$ cat src/dmac_defines.svh
// Register offsets, field positions and reset values for the DMA channel control slice
`ifndef DMAC_DEFINES_SVH
`define DMAC_DEFINES_SVH

// Word indices of the registers; the byte address is four times the index
`define IDX_DESC_BASE      7'h34
`define IDX_WRB_BASE       7'h38
`define IDX_CHAN_SELECT    7'h3f
`define IDX_CTRL_A         7'h40
`define IDX_CTRL_B         7'h44
`define IDX_CTRL_STATUS    7'h50
// Index given to misaligned addresses; no register lives there
`define IDX_NONE           7'h7f

`define CTRL_A_SOFT_RESET  0
`define CTRL_A_ENABLE      1
`define CTRL_B_LEVEL_LO    5
`define CTRL_B_TRIG_LO     8
`define CTRL_B_ACT_LO      22
`define CTRL_B_CMD_LO      24
`define CTRL_B_WMASK_PROT  32'h00c03f1f
`define CTRL_B_WMASK_OPEN  32'h03000060
`define CHAN_SEL_MASK      8'h0f

`define BASE_RESET         32'h00000000
`define CTRL_B_RESET       32'h00000000

`define SOFT_RESET_CYCLES  2

`endif

$ cat src/dmac_pkg.sv
// Types shared by the DMA channel control slice
package dmac_pkg;

  typedef enum logic [1:0] {
    CMD_NO_OPERATION,
    CMD_SUSPEND,
    CMD_RESUME,
    CMD_RESERVED
  } sw_command_e;

  typedef enum logic [1:0] {
    ACT_BLOCK,
    ACT_RESERVED,
    ACT_BEAT,
    ACT_TRANSACTION
  } trigger_action_e;

  typedef enum logic [2:0] {
    EV_NONE,
    EV_TRIGGER,
    EV_COND_TRIGGER,
    EV_COND_BLOCK,
    EV_SUSPEND,
    EV_RESUME,
    EV_SKIP,
    EV_RESERVED
  } event_action_e;

  // Per-channel settings handed to the transfer engine
  typedef struct packed {
    logic            enable;
    logic [5:0]      peripheral_trigger_select;
    trigger_action_e trigger_action;
    logic [1:0]      arbitration_level;
    logic            event_output_enable;
    logic            event_input_enable;
    event_action_e   event_input_action;
  } chan_cfg_s;

endpackage : dmac_pkg

$ cat src/dmac_chan_ctrl.sv
// AXI4-Lite register slice for DMA base pointers and per-channel control
`timescale 1ns/100ps
`include "dmac_defines.svh"

// Notes on behaviour
// Software aligns descriptor base to 128 bits; all 32 bits stored.
// Software aligns write-back base at 0x38 to 128 bits.
// Per-channel accesses go to the channel in the select index.
// Software writes the channel index before channel register access.
// Writing one to enable turns the channel on; zero reads disabled.
// Disable during transfer keeps enable reading one until abort.
// Buffer counts empty only after the current burst completes.
// Channel enable stays writable while the controller is enabled.
// Soft reset while disabled restores the channel's registers.
// Soft reset write ignored while the channel is enabled.
// Soft reset reads one while active, then clears itself.
// Command field decodes none, suspend, resume, reserved.
// Command field writable while controller is enabled.
// Trigger action: block, reserved, beat, transaction.
// Reserved bits read zero.
// Software writes zeros to reserved bits.
// Trigger source selects peripheral request; zero means none.
// Arbitration level zero to three, higher wins.
// Event action taken only with event input enabled.
// Protected fields ignore writes while controller enabled.
module dmac_chan_ctrl #(
  parameter int CHANNELS = 12
) (
  input  wire logic                    aclk,
  input  wire logic                    aresetn,
  input  wire logic [8:0]              s_axi_awaddr,
  input  wire logic                    s_axi_awvalid,
  output logic                         s_axi_awready,
  input  wire logic [31:0]             s_axi_wdata,
  input  wire logic [3:0]              s_axi_wstrb,
  input  wire logic                    s_axi_wvalid,
  output logic                         s_axi_wready,
  output logic [1:0]                   s_axi_bresp,
  output logic                         s_axi_bvalid,
  input  wire logic                    s_axi_bready,
  input  wire logic [8:0]              s_axi_araddr,
  input  wire logic                    s_axi_arvalid,
  output logic                         s_axi_arready,
  output logic [31:0]                  s_axi_rdata,
  output logic [1:0]                   s_axi_rresp,
  output logic                         s_axi_rvalid,
  input  wire logic                    s_axi_rready,
  input  wire logic                    controller_enable,
  input  wire logic [CHANNELS-1:0]     burst_busy,
  input  wire logic [CHANNELS-1:0]     event_in,
  output logic [31:0]                  descriptor_section_base,
  output logic [31:0]                  writeback_section_base,
  output dmac_pkg::chan_cfg_s [CHANNELS-1:0] chan_cfg,
  output logic [CHANNELS-1:0]          suspend_req,
  output logic [CHANNELS-1:0]          resume_req,
  output logic [CHANNELS-1:0]          event_action_fire
);

  // ==========================================================
  // Write channel
  logic        aw_held;
  logic        w_held;
  logic [8:0]  aw_addr;
  logic [6:0]  wr_idx;
  logic [31:0] w_data;
  logic [3:0]  w_strb;
  logic        wr_go;
  logic        wr_hit;
  logic        ctrl_locked;
  logic [3:0]  channel_index;
  logic        ctrl_enable_q1;
  logic        ctrl_enable_q2;

  assign s_axi_awready = !aw_held && !s_axi_bvalid;
  assign s_axi_wready  = !w_held && !s_axi_bvalid;
  assign wr_go         = aw_held && w_held;
  assign ctrl_locked   = ctrl_enable_q2;
  // Misaligned addresses fall on an unused index, so they hit nothing
  assign wr_idx        = (aw_addr[1:0] == 2'b00) ? aw_addr[8:2] : `IDX_NONE;

  always_ff @(posedge aclk) begin
    if (!aresetn) begin
      ctrl_enable_q1 <= 1'b0;
      ctrl_enable_q2 <= 1'b0;
    end else begin
      ctrl_enable_q1 <= controller_enable;
      ctrl_enable_q2 <= ctrl_enable_q1;
    end
  end

  always_ff @(posedge aclk) begin
    if (!aresetn) begin
      aw_held <= 1'b0;
      aw_addr <= 9'h000;
    end else if (s_axi_awvalid && s_axi_awready) begin
      aw_held <= 1'b1;
      aw_addr <= s_axi_awaddr;
    end else if (wr_go) begin
      aw_held <= 1'b0;
    end
  end

  always_ff @(posedge aclk) begin
    if (!aresetn) begin
      w_held <= 1'b0;
      w_data <= 32'h00000000;
      w_strb <= 4'h0;
    end else if (s_axi_wvalid && s_axi_wready) begin
      w_held <= 1'b1;
      w_data <= s_axi_wdata;
      w_strb <= s_axi_wstrb;
    end else if (wr_go) begin
      w_held <= 1'b0;
    end
  end

  function automatic logic is_mapped(input logic [6:0] idx);
    return (idx == `IDX_DESC_BASE) || (idx == `IDX_WRB_BASE) ||
           (idx == `IDX_CHAN_SELECT) || (idx == `IDX_CTRL_A) ||
           (idx == `IDX_CTRL_B) || (idx == `IDX_CTRL_STATUS);
  endfunction : is_mapped

  // Unmapped writes still get a response, so software never stalls
  assign wr_hit = is_mapped(wr_idx);

  always_ff @(posedge aclk) begin
    if (!aresetn) begin
      s_axi_bvalid <= 1'b0;
      s_axi_bresp  <= 2'b00;
    end else if (wr_go) begin
      s_axi_bvalid <= 1'b1;
      s_axi_bresp  <= wr_hit ? 2'b00 : 2'b10;
    end else if (s_axi_bready) begin
      s_axi_bvalid <= 1'b0;
    end
  end

  // Full-word writes only; partial strobes leave registers unchanged
  logic wr_full;
  assign wr_full = wr_go && (w_strb == 4'hf);

  // ==========================================================
  // Shared registers
  always_ff @(posedge aclk) begin
    if (!aresetn) begin
      descriptor_section_base <= `BASE_RESET;
      writeback_section_base  <= `BASE_RESET;
    end else if (wr_full && !ctrl_locked) begin
      // base pointers are enable protected
      if (wr_idx == `IDX_DESC_BASE) begin
        descriptor_section_base <= w_data;
      end
      if (wr_idx == `IDX_WRB_BASE) begin
        writeback_section_base <= w_data;
      end
    end
  end

  always_ff @(posedge aclk) begin
    if (!aresetn) begin
      channel_index <= 4'h0;
    end else if (wr_full && (wr_idx == `IDX_CHAN_SELECT)) begin
      channel_index <= w_data[3:0];
    end
  end

  // ==========================================================
  // Channel instances
  logic [CHANNELS-1:0] ch_enable;
  logic [CHANNELS-1:0] ch_soft_reset;
  logic [31:0]         ch_ctrl_b [CHANNELS];
  logic                wr_a;
  logic                wr_b;
  logic [CHANNELS-1:0] ev_sync1;
  logic [CHANNELS-1:0] ev_sync2;

  assign wr_a = wr_full && (wr_idx == `IDX_CTRL_A);
  assign wr_b = wr_full && (wr_idx == `IDX_CTRL_B);

  always_ff @(posedge aclk) begin
    if (!aresetn) begin
      ev_sync1 <= '0;
      ev_sync2 <= '0;
    end else begin
      ev_sync1 <= event_in;
      ev_sync2 <= ev_sync1;
    end
  end

  for (genvar c = 0; c < CHANNELS; c++) begin : g_chan
    dmac_chan_regs u_regs (
      .aclk          (aclk),
      .aresetn       (aresetn),
      // route to the selected channel
      .sel           (channel_index == 4'(c)),
      .wr_a          (wr_a),
      .wr_b          (wr_b),
      .wdata         (w_data),
      .ctrl_locked   (ctrl_locked),
      .burst_busy    (burst_busy[c]),
      .event_in      (ev_sync2[c]),
      .enable        (ch_enable[c]),
      .soft_reset    (ch_soft_reset[c]),
      .ctrl_b        (ch_ctrl_b[c]),
      .suspend_pulse (suspend_req[c]),
      .resume_pulse  (resume_req[c]),
      .event_fire    (event_action_fire[c])
    );
    // decoded trigger and level fields
    assign chan_cfg[c].enable                    = ch_enable[c];
    assign chan_cfg[c].peripheral_trigger_select = ch_ctrl_b[c][13:8];
    assign chan_cfg[c].trigger_action            = dmac_pkg::trigger_action_e'(ch_ctrl_b[c][23:22]);
    assign chan_cfg[c].arbitration_level         = ch_ctrl_b[c][6:5];
    assign chan_cfg[c].event_output_enable       = ch_ctrl_b[c][4];
    assign chan_cfg[c].event_input_enable        = ch_ctrl_b[c][3];
    assign chan_cfg[c].event_input_action        = dmac_pkg::event_action_e'(ch_ctrl_b[c][2:0]);
  end

  // ==========================================================
  // Read channel
  logic [31:0] rd_value;
  logic [3:0]  sel_safe;
  logic [6:0]  rd_idx;

  assign s_axi_arready = !s_axi_rvalid;
  // Misaligned reads decode to nothing and return zero
  assign rd_idx        = (s_axi_araddr[1:0] == 2'b00) ? s_axi_araddr[8:2] : `IDX_NONE;
  assign sel_safe      = (32'(channel_index) < CHANNELS) ? channel_index : 4'h0;

  always_comb begin
    rd_value = 32'h00000000;
    // reserved bits read zero
    if (rd_idx == `IDX_DESC_BASE) begin
      rd_value = descriptor_section_base;
    end else if (rd_idx == `IDX_WRB_BASE) begin
      rd_value = writeback_section_base;
    end else if (rd_idx == `IDX_CHAN_SELECT) begin
      rd_value = {28'h0, channel_index};
    end else if (rd_idx == `IDX_CTRL_A) begin
      rd_value = {30'h0, ch_enable[sel_safe], ch_soft_reset[sel_safe]};
    end else if (rd_idx == `IDX_CTRL_B) begin
      rd_value = ch_ctrl_b[sel_safe] & (`CTRL_B_WMASK_OPEN | `CTRL_B_WMASK_PROT);
    end else if (rd_idx == `IDX_CTRL_STATUS) begin
      rd_value = {31'h0, ctrl_locked};
    end
  end

  always_ff @(posedge aclk) begin
    if (!aresetn) begin
      s_axi_rvalid <= 1'b0;
      s_axi_rdata  <= 32'h00000000;
      s_axi_rresp  <= 2'b00;
    end else if (s_axi_arvalid && s_axi_arready) begin
      s_axi_rvalid <= 1'b1;
      s_axi_rdata  <= rd_value;
      s_axi_rresp  <= is_mapped(rd_idx) ? 2'b00 : 2'b10;
    end else if (s_axi_rready) begin
      s_axi_rvalid <= 1'b0;
    end
  end

  // ==========================================================
  // Checks
  AST_BASE_LOCKED: assert property (@(posedge aclk) disable iff (!aresetn)
    ctrl_locked |=> $stable(descriptor_section_base) && $stable(writeback_section_base))
    else $error("base pointer changed while controller enabled");

  AST_ENABLE_SET: assert property (@(posedge aclk) disable iff (!aresetn)
    wr_a && w_data[1] && !ch_soft_reset[channel_index] |=> ch_enable[$past(channel_index)])
    else $error("enable write did not enable channel");

  AST_DISABLE_WAITS: assert property (@(posedge aclk) disable iff (!aresetn)
    wr_a && !w_data[1] && ch_enable[channel_index] && burst_busy[channel_index]
    && !ch_soft_reset[channel_index] |=> ch_enable[$past(channel_index)])
    else $error("enable cleared during burst");

  AST_RESET_IGNORED: assert property (@(posedge aclk) disable iff (!aresetn)
    wr_a && w_data[0] && ch_enable[channel_index] && !ch_soft_reset[channel_index]
    |=> !ch_soft_reset[$past(channel_index)])
    else $error("soft reset accepted while enabled");

  AST_RESET_CLEARS: assert property (@(posedge aclk) disable iff (!aresetn)
    $rose(ch_soft_reset[CHANNELS-1]) |-> ##2 !ch_soft_reset[CHANNELS-1])
    else $error("soft reset did not clear itself");

  AST_SELECT_ROUTE: assert property (@(posedge aclk) disable iff (!aresetn)
    wr_b && !ctrl_locked && channel_index != 4'h0 |=> $stable(ch_ctrl_b[0]))
    else $error("write reached unselected channel");

  AST_CMD_OPEN: assert property (@(posedge aclk) disable iff (!aresetn)
    wr_b && w_data[25:24] == 2'h1 && 32'(channel_index) < CHANNELS
    && !ch_soft_reset[channel_index]
    |=> suspend_req[$past(channel_index)] && ch_ctrl_b[$past(channel_index)][25:24] == 2'h1)
    else $error("suspend command not taken");

  AST_CMD_RESUME: assert property (@(posedge aclk) disable iff (!aresetn)
    wr_b && w_data[25:24] == 2'h2 && 32'(channel_index) < CHANNELS
    |=> resume_req[$past(channel_index)])
    else $error("resume command not pulsed");

  AST_RSV_ZERO: assert property (@(posedge aclk) disable iff (!aresetn)
    s_axi_rvalid && $past(rd_idx) == `IDX_CTRL_B && $past(s_axi_arready)
    && $past(s_axi_arvalid)
    |-> s_axi_rdata[31:26] == 6'h0 && s_axi_rdata[21:14] == 8'h0)
    else $error("reserved bits read non-zero");

endmodule : dmac_chan_ctrl

$ cat src/dmac_chan_regs.sv
// One DMA channel's private control registers
`timescale 1ns/100ps
`include "dmac_defines.svh"

module dmac_chan_regs (
  input  wire logic               aclk,
  input  wire logic               aresetn,
  input  wire logic               sel,
  input  wire logic               wr_a,
  input  wire logic               wr_b,
  input  wire logic [31:0]        wdata,
  input  wire logic               ctrl_locked,
  input  wire logic               burst_busy,
  input  wire logic               event_in,
  output logic                    enable,
  output logic                    soft_reset,
  output logic [31:0]             ctrl_b,
  output logic                    suspend_pulse,
  output logic                    resume_pulse,
  output logic                    event_fire
);

  logic [1:0] reset_count;
  logic       disable_pending;
  logic       wa;
  logic       wb;

  assign wa = sel && wr_a;
  assign wb = sel && wr_b;

  // ==========================================================
  // Enable and soft reset
  always_ff @(posedge aclk) begin
    if (!aresetn) begin
      enable          <= 1'b0;
      disable_pending <= 1'b0;
    end else if (soft_reset) begin
      enable          <= 1'b0;
      disable_pending <= 1'b0;
    end else if (wa && wdata[`CTRL_A_ENABLE]) begin
      // enable write, not protected
      enable          <= 1'b1;
      disable_pending <= 1'b0;
    end else if ((wa && !wdata[`CTRL_A_ENABLE]) || disable_pending) begin
      // hold until the burst completes
      if (burst_busy) begin
        disable_pending <= 1'b1;
      end else begin
        enable          <= 1'b0;
        disable_pending <= 1'b0;
      end
    end
  end

  always_ff @(posedge aclk) begin
    if (!aresetn) begin
      soft_reset  <= 1'b0;
      reset_count <= 2'h0;
    end else if (soft_reset) begin
      // self clearing once done
      reset_count <= reset_count + 2'h1;
      if (reset_count == 2'(`SOFT_RESET_CYCLES - 1)) begin
        soft_reset  <= 1'b0;
        reset_count <= 2'h0;
      end
    end else if (wa && wdata[`CTRL_A_SOFT_RESET] && !enable) begin
      // only while disabled
      soft_reset <= 1'b1;
    end
  end

  // ==========================================================
  // Control B and commands
  always_ff @(posedge aclk) begin
    if (!aresetn || soft_reset) begin
      ctrl_b <= `CTRL_B_RESET;
    end else if (wb) begin
      // command and level always, rest when unlocked
      ctrl_b <= (ctrl_b & ~(`CTRL_B_WMASK_OPEN | (ctrl_locked ? 32'h0 : `CTRL_B_WMASK_PROT)))
              | (wdata & (`CTRL_B_WMASK_OPEN | (ctrl_locked ? 32'h0 : `CTRL_B_WMASK_PROT)));
    end
  end

  always_ff @(posedge aclk) begin
    if (!aresetn) begin
      suspend_pulse <= 1'b0;
      resume_pulse  <= 1'b0;
      event_fire    <= 1'b0;
    end else begin
      // command decode
      suspend_pulse <= wb && (wdata[25:24] == 2'h1);
      resume_pulse  <= wb && (wdata[25:24] == 2'h2);
      // event action gated by input enable
      event_fire    <= event_in && ctrl_b[3] && (ctrl_b[2:0] != 3'h0);
    end
  end

endmodule : dmac_chan_regs

$ cat config.mk
export PLATFORM = sky130hd
export DESIGN_NAME = dmac_chan_ctrl
export DESIGN_NICKNAME = d
export VERILOG_FILES = /design/src/dmac_pkg.sv /design/src/dmac_chan_ctrl.sv /design/src/dmac_chan_regs.sv
export VERILOG_INCLUDE_DIRS = /design/src
export SDC_FILE = /design/constraint.sdc
export NUM_CORES = 1
export LEC_CHECK = 0
export BUFFER_PORTS_ARGS = -buffer_cell sky130_fd_sc_hd__buf_2
export CELL_PAD_IN_SITES_DETAIL_PLACEMENT = 0
export CELL_PAD_IN_SITES_GLOBAL_PLACEMENT = 2
export CORE_MARGIN = 10
export CORE_UTILIZATION = 32
export CTS_CLUSTER_SIZE = 14
export DETAILED_ROUTE_END_ITERATION = 8
export PLACE_DENSITY_LB_ADDON = 0.08
export SLEW_MARGIN = 20
export SYNTH_ARGS = -nofsm -noshare
export SYNTH_HDL_FRONTEND = slang
export SYNTH_SLANG_ARGS = --single-unit
export TNS_END_PERCENT = 50
$ cat constraint.sdc
create_clock -name aclk -period 2.78 [get_ports aclk]
set_clock_uncertainty 0.15 [all_clocks]
set_input_delay 0.278 -clock aclk [delete_from_list [all_inputs] [get_ports aclk]]
set_output_delay 0.278 -clock aclk [all_outputs]
set_load 0.05 [all_outputs]
Yosys cells after proc, flatten, opt, wreduce, memory -nomap -nowiden. Cells that the tools add are included.

Register bits: 659. Latch bits: 0. Bits in writable memories: 0. Bits in read-only memories: 0. Bits of input ports: 86. Output and inout port bits: 333. Word-level logic and storage cells: 581. Memories kept: 0.

$add $sub $neg: 12. Multipliers: 0. Div/mod/pow operators: 0. Magnitude comparators: 3. Equal/unequal tests: 50. Shift-type cells: 0. Muxes and demuxes: 122. Bitwise logic cells: 28. Reductions and logical operators: 253.

Operators by type and width (count): 32-bit bitwise AND (13); 32-bit OR (12); 1-bit logical AND (131); 26-bit two-way mux (5); 32-bit binary-select mux with 4-bit select (1); 1-bit two-way mux (94); 32-bit two-way mux (2); 7-bit by 6-bit equality test with 1-bit output, second input constant (6); 7-bit equality test, second input constant (6); 3-bit nonzero test (12); 3-bit OR reduction (12); 1-bit logical OR (34); 32-bit inverter (1); 2-bit nonzero test (16); 2-bit two-way mux (14); 2-bit AND reduction (14); 2-bit by 1-bit equality test with 1-bit output, second input constant (13); 2-bit by 1-bit adder with 2-bit output, second input constant (12); 24-bit two-way mux (1); 2-bit by 1-bit != test with 1-bit output, second input constant (12); 2-bit OR reduction (12); 4-bit equality test, second input constant (5); 1-bit zero test (19); 4-bit by 3-bit equality test with 1-bit output, second input constant (4); other kinds (13) (17).

Longest topological paths before layout. Gate-level depths: netlist of the first run.

Depth after elaboration: 11. Depth in mapped cells: 9. Gate-level depth less buffers: 6.

By module. From an unflattened synthesis of the first run, not the netlist that was laid out.

Cell total of the unflattened synthesis: 2562. Area total of the unflattened synthesis: 22118.7 um2.

By module, submodules not included: dmac_chan_regs (instances 12, cells an instance 123, area each 1083.5 um2, sequential area each 500.5 um2); dmac_chan_ctrl (instances 1, cells an instance 1086, area each 9116.2 um2, sequential area each 3543.4 um2).

Worst setup path before layout of the first run. Ideal clock, no wire load.

Path type: reg2reg. From: reg s_axi_bvalid. To: reg w_data[1]. Library setup time: 0.076 ns. Data arrival time: 2.208 ns. Required time: 2.554 ns. Setup slack: 0.346 ns. Cell stages (with the launch flop): 7. Path buffers: 2. Clock period less this slack: 2.434 ns. Cells stage by stage: dfxtp_1 > nor2_1 > and2_1 > clkbuf_1 > clkbuf_1 > nand2_1 > a21boi_0.

Longest elaborated chain between the ends: 3.

RTL lines: start, declared (RTL line dmac_chan_ctrl.sv:39) `output logic s_axi_bvalid,`; start signal, assigned (RTL line dmac_chan_ctrl.sv:128) `s_axi_bvalid <= 1'b0;`; start signal, assigned (RTL line dmac_chan_ctrl.sv:131) `s_axi_bvalid <= 1'b1;`; start signal, assigned (RTL line dmac_chan_ctrl.sv:134) `s_axi_bvalid <= 1'b0;`; 1-bit zero test (RTL line dmac_chan_ctrl.sv:75) `assign s_axi_wready = !w_held && !s_axi_bvalid;`; 1-bit logical AND (RTL line dmac_chan_ctrl.sv:75); via s_axi_wready (RTL line dmac_chan_ctrl.sv:37) `output logic s_axi_wready,`; 1-bit logical AND (RTL line dmac_chan_ctrl.sv:108) `end else if (s_axi_wvalid && s_axi_wready) begin`; end signal, assigned (RTL line dmac_chan_ctrl.sv:110) `w_data <= s_axi_wdata;`; end, declared (RTL line dmac_chan_ctrl.sv:65) `logic [31:0] w_data;`.

The timed path passes the listed nets, and every way through them passes these cells. A chain may end at the register's enable or synchronous reset.

Final worst setup path of the first run.
From: reg channel_index[2]. To: reg s_axi_rdata[11].

Longest elaborated chain between the ends: 11.

RTL lines: start, declared (RTL line dmac_chan_ctrl.sv:70) `logic [3:0] channel_index;`; start signal, assigned (RTL line dmac_chan_ctrl.sv:163) `channel_index <= w_data[3:0];`; 4-bit less-than comparator (RTL line dmac_chan_ctrl.sv:228) `assign sel_safe = (32'(channel_index) < CHANNELS) ? channel_index : 4'h0;`; 4-bit two-way mux * (RTL line dmac_chan_ctrl.sv:228); 4-bit inverter with 5-bit output (not written as such) * (RTL line dmac_chan_ctrl.sv:242) `` rd_value = ch_ctrl_b[sel_safe] & (`CTRL_B_WMASK_OPEN | `CTRL_B_WMASK_PROT); ``; 32-bit binary-select mux with 4-bit select * (RTL line dmac_chan_ctrl.sv:242); 26-bit two-way mux (not written as such) * (2 in series) (RTL line dmac_chan_ctrl.sv:242); 26-bit two-way mux * (RTL line dmac_chan_ctrl.sv:241) `` end else if (rd_idx == `IDX_CTRL_B) begin ``; 26-bit two-way mux * (RTL line dmac_chan_ctrl.sv:239) `` end else if (rd_idx == `IDX_CTRL_A) begin ``; 26-bit two-way mux * (RTL line dmac_chan_ctrl.sv:237) `` end else if (rd_idx == `IDX_CHAN_SELECT) begin ``; 32-bit two-way mux * (RTL line dmac_chan_ctrl.sv:235) `` end else if (rd_idx == `IDX_WRB_BASE) begin ``; 32-bit two-way mux * (RTL line dmac_chan_ctrl.sv:233) `` if (rd_idx == `IDX_DESC_BASE) begin ``; end signal, assigned (RTL line dmac_chan_ctrl.sv:255) `s_axi_rdata <= rd_value;`; end, declared (RTL line dmac_chan_ctrl.sv:44) `output logic [31:0] s_axi_rdata,`.

Mark *: on every way between the ends. The rest lies on a longest branch, timed or not. The select of a mux whose other input is x is not followed.

==> results.md, run 1 <==
- Status: complete, no violations
- Maxcap violations: 0
- EDFF count, synth: 0
- Power Dens Cells: 593.4 nW/um2
- Final period utilization: 0.9590
- Non-Filler Instances: 3,839
- CTS H-tree depth: 2
- CTS tree: done
- CP Launch Point: channel_index[2]
- First-pass GRT wire length: 139,600 um
- Leak: 10.48 nW
- Final Max Tran Viols: 0
- Drt first pass iters: 5
- Finished Cell Area: 26,020 um2
- Initial antenna violation count: 1
- CP Max Fanout: 24
- Die footprint: 77,740 um2
- Die boundary width: 278.8 um
- Mapped Area: 21,440 um2
- Vias per std cell: 5.161
- DRC violations left: 0
- Vias in the first global route: 19,450
- Post-CTS sizing: 0
- RSZ-0062 raised after global routing: no
- Distinct cells, synth: 62
- Setup TNS: 0 ns
- Buffers on Ports: 416
- Critical path type: reg -> reg
- Slew headroom: 0.3183
- Share of the synthesized area in the top cell type: 0.4455
- Worst min path class: in -> reg
- GR Util All Layers: 0.2400
- Critical path arrival: 3.05 ns
- Die height: 278.8 um
- R2R depth: 8
- Core area: 66,100 um2
- Type of destination of the critical path: flip-flop
- Dominant cells by area after synthesis: dfxtp_1 45%, nand2_1 12%, buf_4 8.2%, a21oi_1 5.9%, a21boi_0 3.7%
- Hold Fails Final Rpt: 0
- Antenna-violating nets left: 0
- Synth async-reset ratio: 0
- Largest net degree at the start of global routing: 69
- Mapped Cells: 2,664
- Data required, critical path: 3.16 ns
- Fmax: 375.1 MHz
- Hold Path Cell Cnt: 4
- Num CTS Buffers: 55
- Latest clock arrival within the worst-skew pair: 0.61 ns
- R2R Path End: s_axi_rdata[11]
- Via Count: 19,810
- Initial drt markers: 1,464
- Worst r2r src: channel_index[2]
- Sequential share of the synthesized area: 0.4455
- HPWL after DPL: 71,560 um
- Clk buf depth: 3
- Avg Cell Area, Syn: 8.046 um2
- Ys Warns: 0
- DP Area: 23,470 um2
- Top_reg_cell synth: dfxtp_1
- Share of layout cells above drive strength 1: 0.2381
- Setup crit end: s_axi_rdata[11]
- Avg WL per Cell: 25.34 um
- GPL Wtd Cong: 0.8381
- Layout filler cell count: 6,861
- Min cycle time layout: 2.666 ns
- Global route overflow: 0
- Worst-margin pin slew: 1.023 ns
- Clock Sink Count: 477
- Starting Density: 0.3243
- Layout area overhead: 21.40%
- Worst Setup Start Kind: flip-flop
- Cells after DPL: 3,663
- Nets: 3,017
- Rows: 94
- Max VDD drop: 0.0004136 V
- CTS Root Cell: clkbuf_16
- Area leader, netlist: dfxtp_1
- Post-CTS setup buffers: 0
- #FFs+latches synth: 477
- Top Ports: 419
- Clock-pin slew on the worst setup and hold paths: 0.06 ns
- Final wirelength: 97,280 um
- Final setup viols: 0
- R2R Setup Slk: 0.11 ns
-- timing repair --
item / CTS / global route
hold buffers: 75 / 0
endpoints found under the setup margin: 0 / 18
hold endpoints to repair: 93 / 0
-- per-layer routing --
| layer | vias to the layer above | share of wire | global-route usage | wire length (um) |
|---|---|---|---|---|
| li1 | 9352 | - | - | - |
| met1 | 9651 | 0.43 | 0.3034 | 42000 |
| met2 | 678 | 0.47 | 0.3966 | 45410 |
| met3 | 131 | 0.078 | 0.06656 | 7584 |
| met4 | 0 | 0.023 | 0.06355 | 2278 |
| met5 | - | 0 | 0 | 0 |
-- cells by family after synthesis --
logic type,after synthesis,share of synthesized area
buf+inv,443,0.1210
mux,45,0.03082
xor+xnor,13,0.005312
compound gates,575,0.1665
other cells,1,0.0001749
flops,477,0.4455
simple gates,1110,0.2307
-- through the flow --
stage                 util  worst slack [ns]  total power, mW  hold slack, ns
floorplan                -            0.3462            7.668          0.2460
global placement    0.3551            0.2286            8.083          0.2635
detailed placement  0.3551            0.1477            8.092          0.2679
CTS                 0.3936            0.1338            15.59         0.01952
global route        0.3936          0.005923            15.93         0.06925
finish              0.3937            0.1141            15.44         0.03981
-- worst min-delay path by stage --
stage / startpoint / to / slack, ns
floorplan: burst_busy[6] / g_chan[6].u_regs.disable_pending / 0.25
global placement: g_chan[6].u_regs.reset_count[1] / g_chan[6].u_regs.reset_count[1] / 0.26
detailed placement: ev_sync1[8] / ev_sync2[8] / 0.27
CTS: s_axi_awvalid / aw_addr[7] / 0.02
global route: s_axi_awvalid / aw_addr[6] / 0.07
finish: s_axi_awvalid / aw_addr[7] / 0.04
-- placed cells by master (no fill, tap or decap), drive strengths merged, types with 21 or more instances in the layout --
cell         synthesis  routed
a21boi             114     114
a21oi              251     251
a221oi              58      58
a31oi               42      42
and2                55      55
buf                299     567
clkbuf             134      75
dfxtp              477     477
dlygate4sd3          0      75
mux2i               21      21
nand2              659     659
nand2b              21      21
nand3              130     130
nor2               118     118
nor3                37      37
nor3b               28      28
o21ai               55      55
o22ai               28      28
-- Yosys cell counts, types with 31 or more instances --
| cell | count |
|---|---|
| a221oi_1 | 58 |
| nand3_1 | 130 |
| o21ai_0 | 55 |
| and2_1 | 52 |
| buf_4 | 235 |
| buf_2 | 39 |
| nor2_1 | 118 |
| clkbuf_1 | 134 |
| nor3_1 | 31 |
| dfxtp_1 | 477 |
| a31oi_1 | 42 |
| a21boi_0 | 106 |
| a21oi_1 | 251 |
| nand2_1 | 659 |
-- area by class of cell --
type	count	area (um2)	share of cell area
antenna	2	5.005	0.0001923
clock buffer	75	1541	0.05923
clock inverter	24	257.7	0.009904
inverter	10	37.54	0.001442
multi-input combinational	1745	9361	0.3597
sequential	477	9554	0.3671
tap	864	1081	0.04154
timing repair buffer	642	4185	0.1608
-- power by group --
part / internal (mW) / switching, mW / total (mW) / leakage [nW]
Sequential: 6.93 / 0.145 / 7.08 / 3.86
Combinational: 0.317 / 0.630 / 0.947 / 5.73
Clock: 4.33 / 3.09 / 7.42 / 0.894
-- critical path: stages (launching register included) --
cell and delay, ns:
dfxtp_1 0.60, a21bo_2 0.26, buf_12 0.20, buf_4 0.17
o22ai_1 0.14, a211oi_1 0.52, buf_4 0.22, o21ai_0 0.12
a31oi_1 0.19
No activity file was read; power rests on OpenSTA's default activity.
==> run 2: changes to the inputs <==
clock period = 2.6 ns   (was 2.78 ns; I/O delays follow)
==> run 2 against run 1 <==
  * Sequential cell count did not move
  * Die area did not move
  * Sequential share of layout area fell by 0.71 points
  * Utilization grew 0.78 points
  * First-iteration DRC count increased by 9.1%
  * Hold slack got worse by 0.0047 ns
  * Maximum frequency rose by 6.0%
  * Critical path type unchanged
  * Largest cell class unchanged
  * Largest power group unchanged
==> results.md, run 2 (synthesis gave the netlist of run 1 again) <==
- Status: complete, no violations
- Die footprint: 77,740 um2 (unchanged)
- Type of destination of the critical path: flip-flop
- Latest clock arrival within the worst-skew pair: 0.62 ns (about the same)
- Nets: 3,051 (+1.1%)
- Top Ports: 419 (unchanged)
- Final wirelength: 96,400 um (-0.90%)
- Slowest stage cell, crit path: a221oi_1
- Die height: 278.8 um (unchanged)
- Hold Fails Final Rpt: 0 (unchanged)
- GR Util All Layers: 0.2397 (-0.0002458)
- Cells after DPL: 3,688 (+0.68%)
- Final setup viols: 0 (unchanged)
- Crit path buf inv count: 1 (-2)
- Worst slack, placed: -0.03996 ns (-0.1876 ns)
- Switch Pwr: 4.113 mW (+6.4%)
- Slew headroom: 0.3394 (+0.02116)
- Worst-margin pin slew: 0.9908 ns (-0.03175 ns)
- Clock-pin slew on the worst setup and hold paths: 0.07 ns (about the same)
- Crit-path leading delay family: compound AO/OA/AOI/OAI gates
- CTS H-tree depth: 2 (unchanged)
- Via Count: 19,910 (+0.49%)
- GPL Wtd Cong: 0.8409 (+0.33%)
- Largest net degree at the start of global routing: 60 (-13%)
- FF/Latch Area: 9554 um2 (unchanged)
- Layout filler cell count: 6,809 (-0.76%)
- Final core occ: 0.4015 (+0.007780)
- Vias in the first global route: 19,680 (+1.2%)
- Most common cell after layout, fill and taps aside: nand2_1
- Gate power share: 0.063 (+0.002)
- Final period utilization: 0.9671 (+0.008116)
- Clock power share: 0.490 (+0.010)
- Min cycle time layout: 2.514 ns (-0.1515 ns)
- P_int: 12.75 mW (+10%)
- RSZ-0062 raised after global routing: no
- DRC violations left: 0 (unchanged)
- HPWL after DPL: 72,020 um (+0.64%)
- Clock Sink Count: 477 (unchanged)
- Core area: 66,100 um2 (unchanged)
- Starting Density: 0.3243 (unchanged)
- Power Dens Cells: 635.5 nW/um2 (+7.1%)
- Vias per std cell: 5.140 (-0.39%)
- Worst min path class: in -> reg
- Crit-path cells: a21bo_2 -> buf_12 -> a221oi_1 -> a31oi_1 -> nor2_1 -> or4_1 -> o22ai_1
- Most frequent cells in the layout: 657 x nand2_1, 475 x dfxtp_1, 415 x buf_2
- Leak: 10.75 nW (+2.5%)
- Critical path type: reg -> reg
- First-pass GRT wire length: 139,600 um (about the same)
- CP Max Fanout: 29 (+21%)
- Data required, critical path: 2.93 ns (-0.23 ns)
- Fmax: 397.7 MHz (+6.0%)
- Total Power: 16.86 mW (+9.2%)
- Antenna-violating nets left: 0 (unchanged)
- Area occupied by multi-input gates: 9383 um2 (+0.23%)
- Layout area overhead: 23.80%
- CTS tree: done
- Global route overflow: 0 (unchanged)
- Rows: 94 (unchanged)
- Critical path arrival: 2.85 ns (-0.20 ns)
- Maxcap violations: 0 (unchanged)
- DP Area: 23,780 um2 (+1.3%)
- Worst Setup Start Kind: flip-flop
- WHS: 0.03515 ns (-0.004663 ns)
- Finished Cell Area: 26,540 um2 (+2.0%)
- Share of layout cells above drive strength 1: 0.2451 (+0.006951)
- Non-Filler Instances: 3,873 (+0.89%)
- Initial antenna violation count: 4 (+3)
- Setup TNS: 0 ns (unchanged)
- Avg WL per Cell: 24.89 um (-1.8%)
- Min setup slack post-route: 0.08562 ns (-0.02849 ns)
- Initial drt markers: 1,597 (+9.1%)
- CTS Root Cell: clkbuf_16
- Die boundary width: 278.8 um (unchanged)
- Critical Path Max Stage Delay: 0.85 ns (+0.25 ns)
- Clk buf depth: 3 (unchanged)
- Max VDD drop: 0.0004611 V (+11%)
- Final Max Tran Viols: 0 (unchanged)
- Num CTS Buffers: 56 (+1.8%)
- Buffers on Ports: 416 (unchanged)
- Drt first pass iters: 5 (unchanged)
- Sequential share of power: 0.447 (-0.011)
- Net Sw Frac: 0.2439 (-0.006557)
run 2: repair_timing:
| item | CTS | global route |
|---|---|---|
| endpoints found under the setup margin | 9 | 6 |
| resized for setup | 2 | 5 |
| setup buffers | 0 | 0 |
| hold endpoints to repair | 109 | 4 |
| hold buffers | 82 | 1 |
| pin swaps | 0 | 0 |
run 2: metal layers:
layer,part of all wire,routed length (um),up-vias,track usage
met3,0.077,7397,127,0.06456
met1,0.43,41580,9704,0.3026
li1,-,-,9425,-
met4,0.024,2278,4,0.06368
met5,0.00024,23,-,0
met2,0.47,45130,649,0.3982
run 2: worst min-delay path, stage by stage:
cell and delay [ns]:
buf_2 0.10, or4b_2 0.14, nand3_1 0.10, a21boi_0 0.15
run 2: final cells by class:
| class | count | share of cell area |
|---|---|---|
| clock inverter | 21 | 0.01094 |
| timing repair buffer | 675 | 0.1725 |
| antenna | 2 | 0.0001886 |
| clock buffer | 79 | 0.06063 |
| tap | 864 | 0.04074 |
| multi-input combinational | 1745 | 0.3536 |
| sequential | 477 | 0.3600 |
| inverter | 10 | 0.001414 |
run 2: worst paths after layout:
check,from,end,slack (ns),depth (start not counted)
setup / recovery,channel_index[0],s_axi_rdata[13],0.09,7
hold / removal,s_axi_araddr[7],s_axi_rresp[1],0.04,4
setup reg to reg,channel_index[0],s_axi_rdata[13],0.09,7
hold reg to reg,g_chan[11].u_regs.reset_count[1],g_chan[11].u_regs.reset_count[1],0.27,2
run 2: power by group through the flow:
stage	registers (mW)	clock network, mW	logic [mW]
floorplan	7.76	0	0.443
detailed placement	7.70	0	0.959
CTS	7.54	8.41	1.06
global route	7.56	8.69	1.13
global placement	7.70	0	0.957
finish	7.54	8.26	1.06
==> run 3: changes to the inputs <==
CTS_CLUSTER_SIZE = unset   (was 14)
clock period = 2.5 ns   (was 2.6 ns; I/O delays follow)
==> run 3 against run 2 <==
  * Register-to-register slack lost 0.07 ns
  * Maximum frequency is 1.1% higher
  * First-iteration DRC count fell by 3.6%
  * Global-route usage is essentially flat
  * Via count is 1.1% higher
  * Sequential share of layout area shrank 0.31 points
  * Clock power rose by 2%
  * Critical path type unchanged
==> results.md, run 3 (synthesis gave the netlist of run 1 again) <==
- CTS Root Cell: clkbuf_16
- Min cycle time layout: 2.487 ns (-0.02714 ns)
- Worst-margin pin slew: 0.9673 ns (-0.02352 ns)
- Via Count: 20,130 (+1.1%)
- Net Sw Frac: 0.2464 (+0.002555)
- Core area: 66,100 um2 (unchanged)
- Clock power share: 0.484 (-0.006)
- WHS: 0.03162 ns (-0.003533 ns)
- Non-Filler Instances: 3,894 (+0.54%)
- P_int: 13.11 mW (+2.8%)
- Crit-path leading delay family: compound AO/OA/AOI/OAI gates
- Sequential share of power: 0.449 (+0.002)
- Layout area overhead: 24.87%
- Die height: 278.8 um (unchanged)
- Power Dens Cells: 649.8 nW/um2 (+2.2%)
- Clk buf depth: 3 (unchanged)
- HPWL after DPL: 71,900 um (-0.16%)
- CTS H-tree depth: 2 (unchanged)
- First-pass GRT wire length: 140,300 um (+0.51%)
- Initial antenna violation count: 1 (-3)
- Rows: 94 (unchanged)
- Final wirelength: 97,250 um (+0.88%)
- Vias per std cell: 5.169 (+0.56%)
- Hold Path Cell Cnt: 4 (unchanged)
- Hold Fails Final Rpt: 0 (unchanged)
- DR WL met3: 7069 um (-4.4%)
- Worst min path class: in -> reg
- Most frequent cells in the layout: 657 x nand2_1, 475 x dfxtp_1, 415 x buf_2
- Critical path type: reg -> reg
- Share of layout cells above drive strength 1: 0.2535 (+0.008454)
- Slew headroom: 0.3551 (+0.01568)
- Latest clock arrival within the worst-skew pair: 0.62 ns (about the same)
- Gate power share: 0.067 (+0.004)
- R2R depth: 7 (unchanged)
- GR Util All Layers: 0.2399 (about the same)
- Setup TNS: 0 ns (unchanged)
- Largest net degree at the start of global routing: 72 (+20%)
- CTS tree: done
- Clock Sink Count: 477 (unchanged)
- Initial drt markers: 1,540 (-3.6%)
- Highest metal used: met4
- Leak: 10.84 nW (+0.90%)
- Crit path buf inv count: 1 (unchanged)
- Cells after DPL: 3,707 (+0.52%)
- R2R Setup Slk: 0.01 ns (-0.07 ns)
- Slowest stage cell, crit path: a221oi_1
- Global route overflow: 0 (unchanged)
- Top Ports: 419 (unchanged)
- Starting Density: 0.3243 (unchanged)
- Critical path arrival: 2.80 ns (-0.05 ns)
- Clock-pin slew on the worst setup and hold paths: 0.06 ns (about the same)
- Type of destination of the critical path: flip-flop
- Finished Cell Area: 26,770 um2 (+0.86%)
- Antenna-violating nets left: 0 (unchanged)
- Final period utilization: 0.9949 (+0.02783)
- Num CTS Buffers: 56 (unchanged)
- CP Max Fanout: 8 (-72%)
- DRC violations left: 0 (unchanged)
- Most common cell after layout, fill and taps aside: nand2_1
- Die boundary width: 278.8 um (unchanged)
- Routed wl met2: 45,530 um (+0.90%)
- Buffers on Ports: 416 (unchanged)
- Switch Pwr: 4.286 mW (+4.2%)
- Nets: 3,073 (+0.72%)
- Met1 wire length: 42,190 um (+1.5%)
- GPL Wtd Cong: 0.8430 (+0.25%)
- Worst Setup Start Kind: flip-flop
- Drt first pass iters: 5 (unchanged)
- Status: complete, no violations
- WP depth: 7 (unchanged)
- Fmax: 402.1 MHz (+1.1%)
- Die footprint: 77,740 um2 (unchanged)
- Max VDD drop: 0.0005481 V (+19%)
- Final Max Tran Viols: 0 (unchanged)
- Critical Path Max Stage Delay: 0.82 ns (-0.03 ns)
- Maxcap violations: 0 (unchanged)
- Vias in the first global route: 19,860 (+0.91%)
- Data required, critical path: 2.82 ns (-0.11 ns)
- Final setup viols: 0 (unchanged)
- DP Area: 23,960 um2 (+0.76%)
- RSZ-0062 raised after global routing: yes
- Avg WL per Cell: 24.97 um (+0.33%)
- Crit-path cells: a21bo_2 -> buf_4 -> a221oi_1 -> a31oi_1 -> nor2_1 -> or4_1 -> o22ai_1
run 3: cell types whose count changed in the layout (fill, tap and decap cells not counted), sizes merged:
cell	before	now
buf	592	615
clkbuf	79	84
bufinv	7	4
dlygate4sd3	83	81
inv	12	10
clkinv	11	12
diode	2	1
run 3: final timing paths:
kind | startpoint | end
worst min-delay path | s_axi_araddr[7] | s_axi_rresp[1]
worst max register to register | channel_index[2] | s_axi_rdata[4]
worst max-delay path | channel_index[2] | s_axi_rdata[4]
worst min register to register | ev_sync2[11] | g_chan[11].u_regs.event_fire
run 3: worst min-delay path: cells and delay by family:
kind / cells / cell delay [ns]
buffers and inverters: 1 / 0.10
AOI/OAI and AO/OA: 1 / 0.15
and+or+nand+nor: 2 / 0.24
run 3: through the flow:
step           setup slack [ns]  utilization  power (mW)
3_5_place_dp          -0.002933       0.3625       9.036
2_1_floorplan           0.06619            -       8.526
5_1_grt               -0.003120       0.4049       17.92
4_1_cts                 0.01841       0.4030       17.57
6_report                0.01276       0.4049       17.39
3_3_place_gp            0.03540       0.3625       9.027
run 3: layout make-up:
class / count / area, um2
clock buffer: 83 / 1674
sequential: 477 / 9554
inverter: 10 / 37.54
timing repair buffer: 697 / 4812
fill: 6877 / 39330
multi-input combinational: 1745 / 9417
antenna: 1 / 2.502
tap: 864 / 1081
clock inverter: 17 / 187.7
run 3: routing by layer:
layer,up-vias,track usage
met2,645,0.3985
met4,0,0.06145
met5,-,0
li1,9461,-
met1,9889,0.3061
met3,134,0.06022
run 3: timing repair:
| item | 4_1_cts | 5_1_grt |
|---|---|---|
| setup endpoints to repair | 1 | 85 |
| hold buffers | 81 | 0 |
| hold endpoints to repair | 117 | 0 |
| gates cloned | 0 | 1 |
| gates resized for setup | 1 | 16 |
| pin swaps | 0 | 3 |
| setup buffers | 0 | 4 |
run 3: power by group through the flow:
stage	logic (mW)	clock network [mW]	registers [mW]
after floorplan	0.460	0	8.07
after global placement	1.06	0	7.97
after detailed placement	1.06	0	7.97
after CTS	1.17	8.59	7.80
after global routing	1.25	8.86	7.82
final	1.17	8.42	7.81
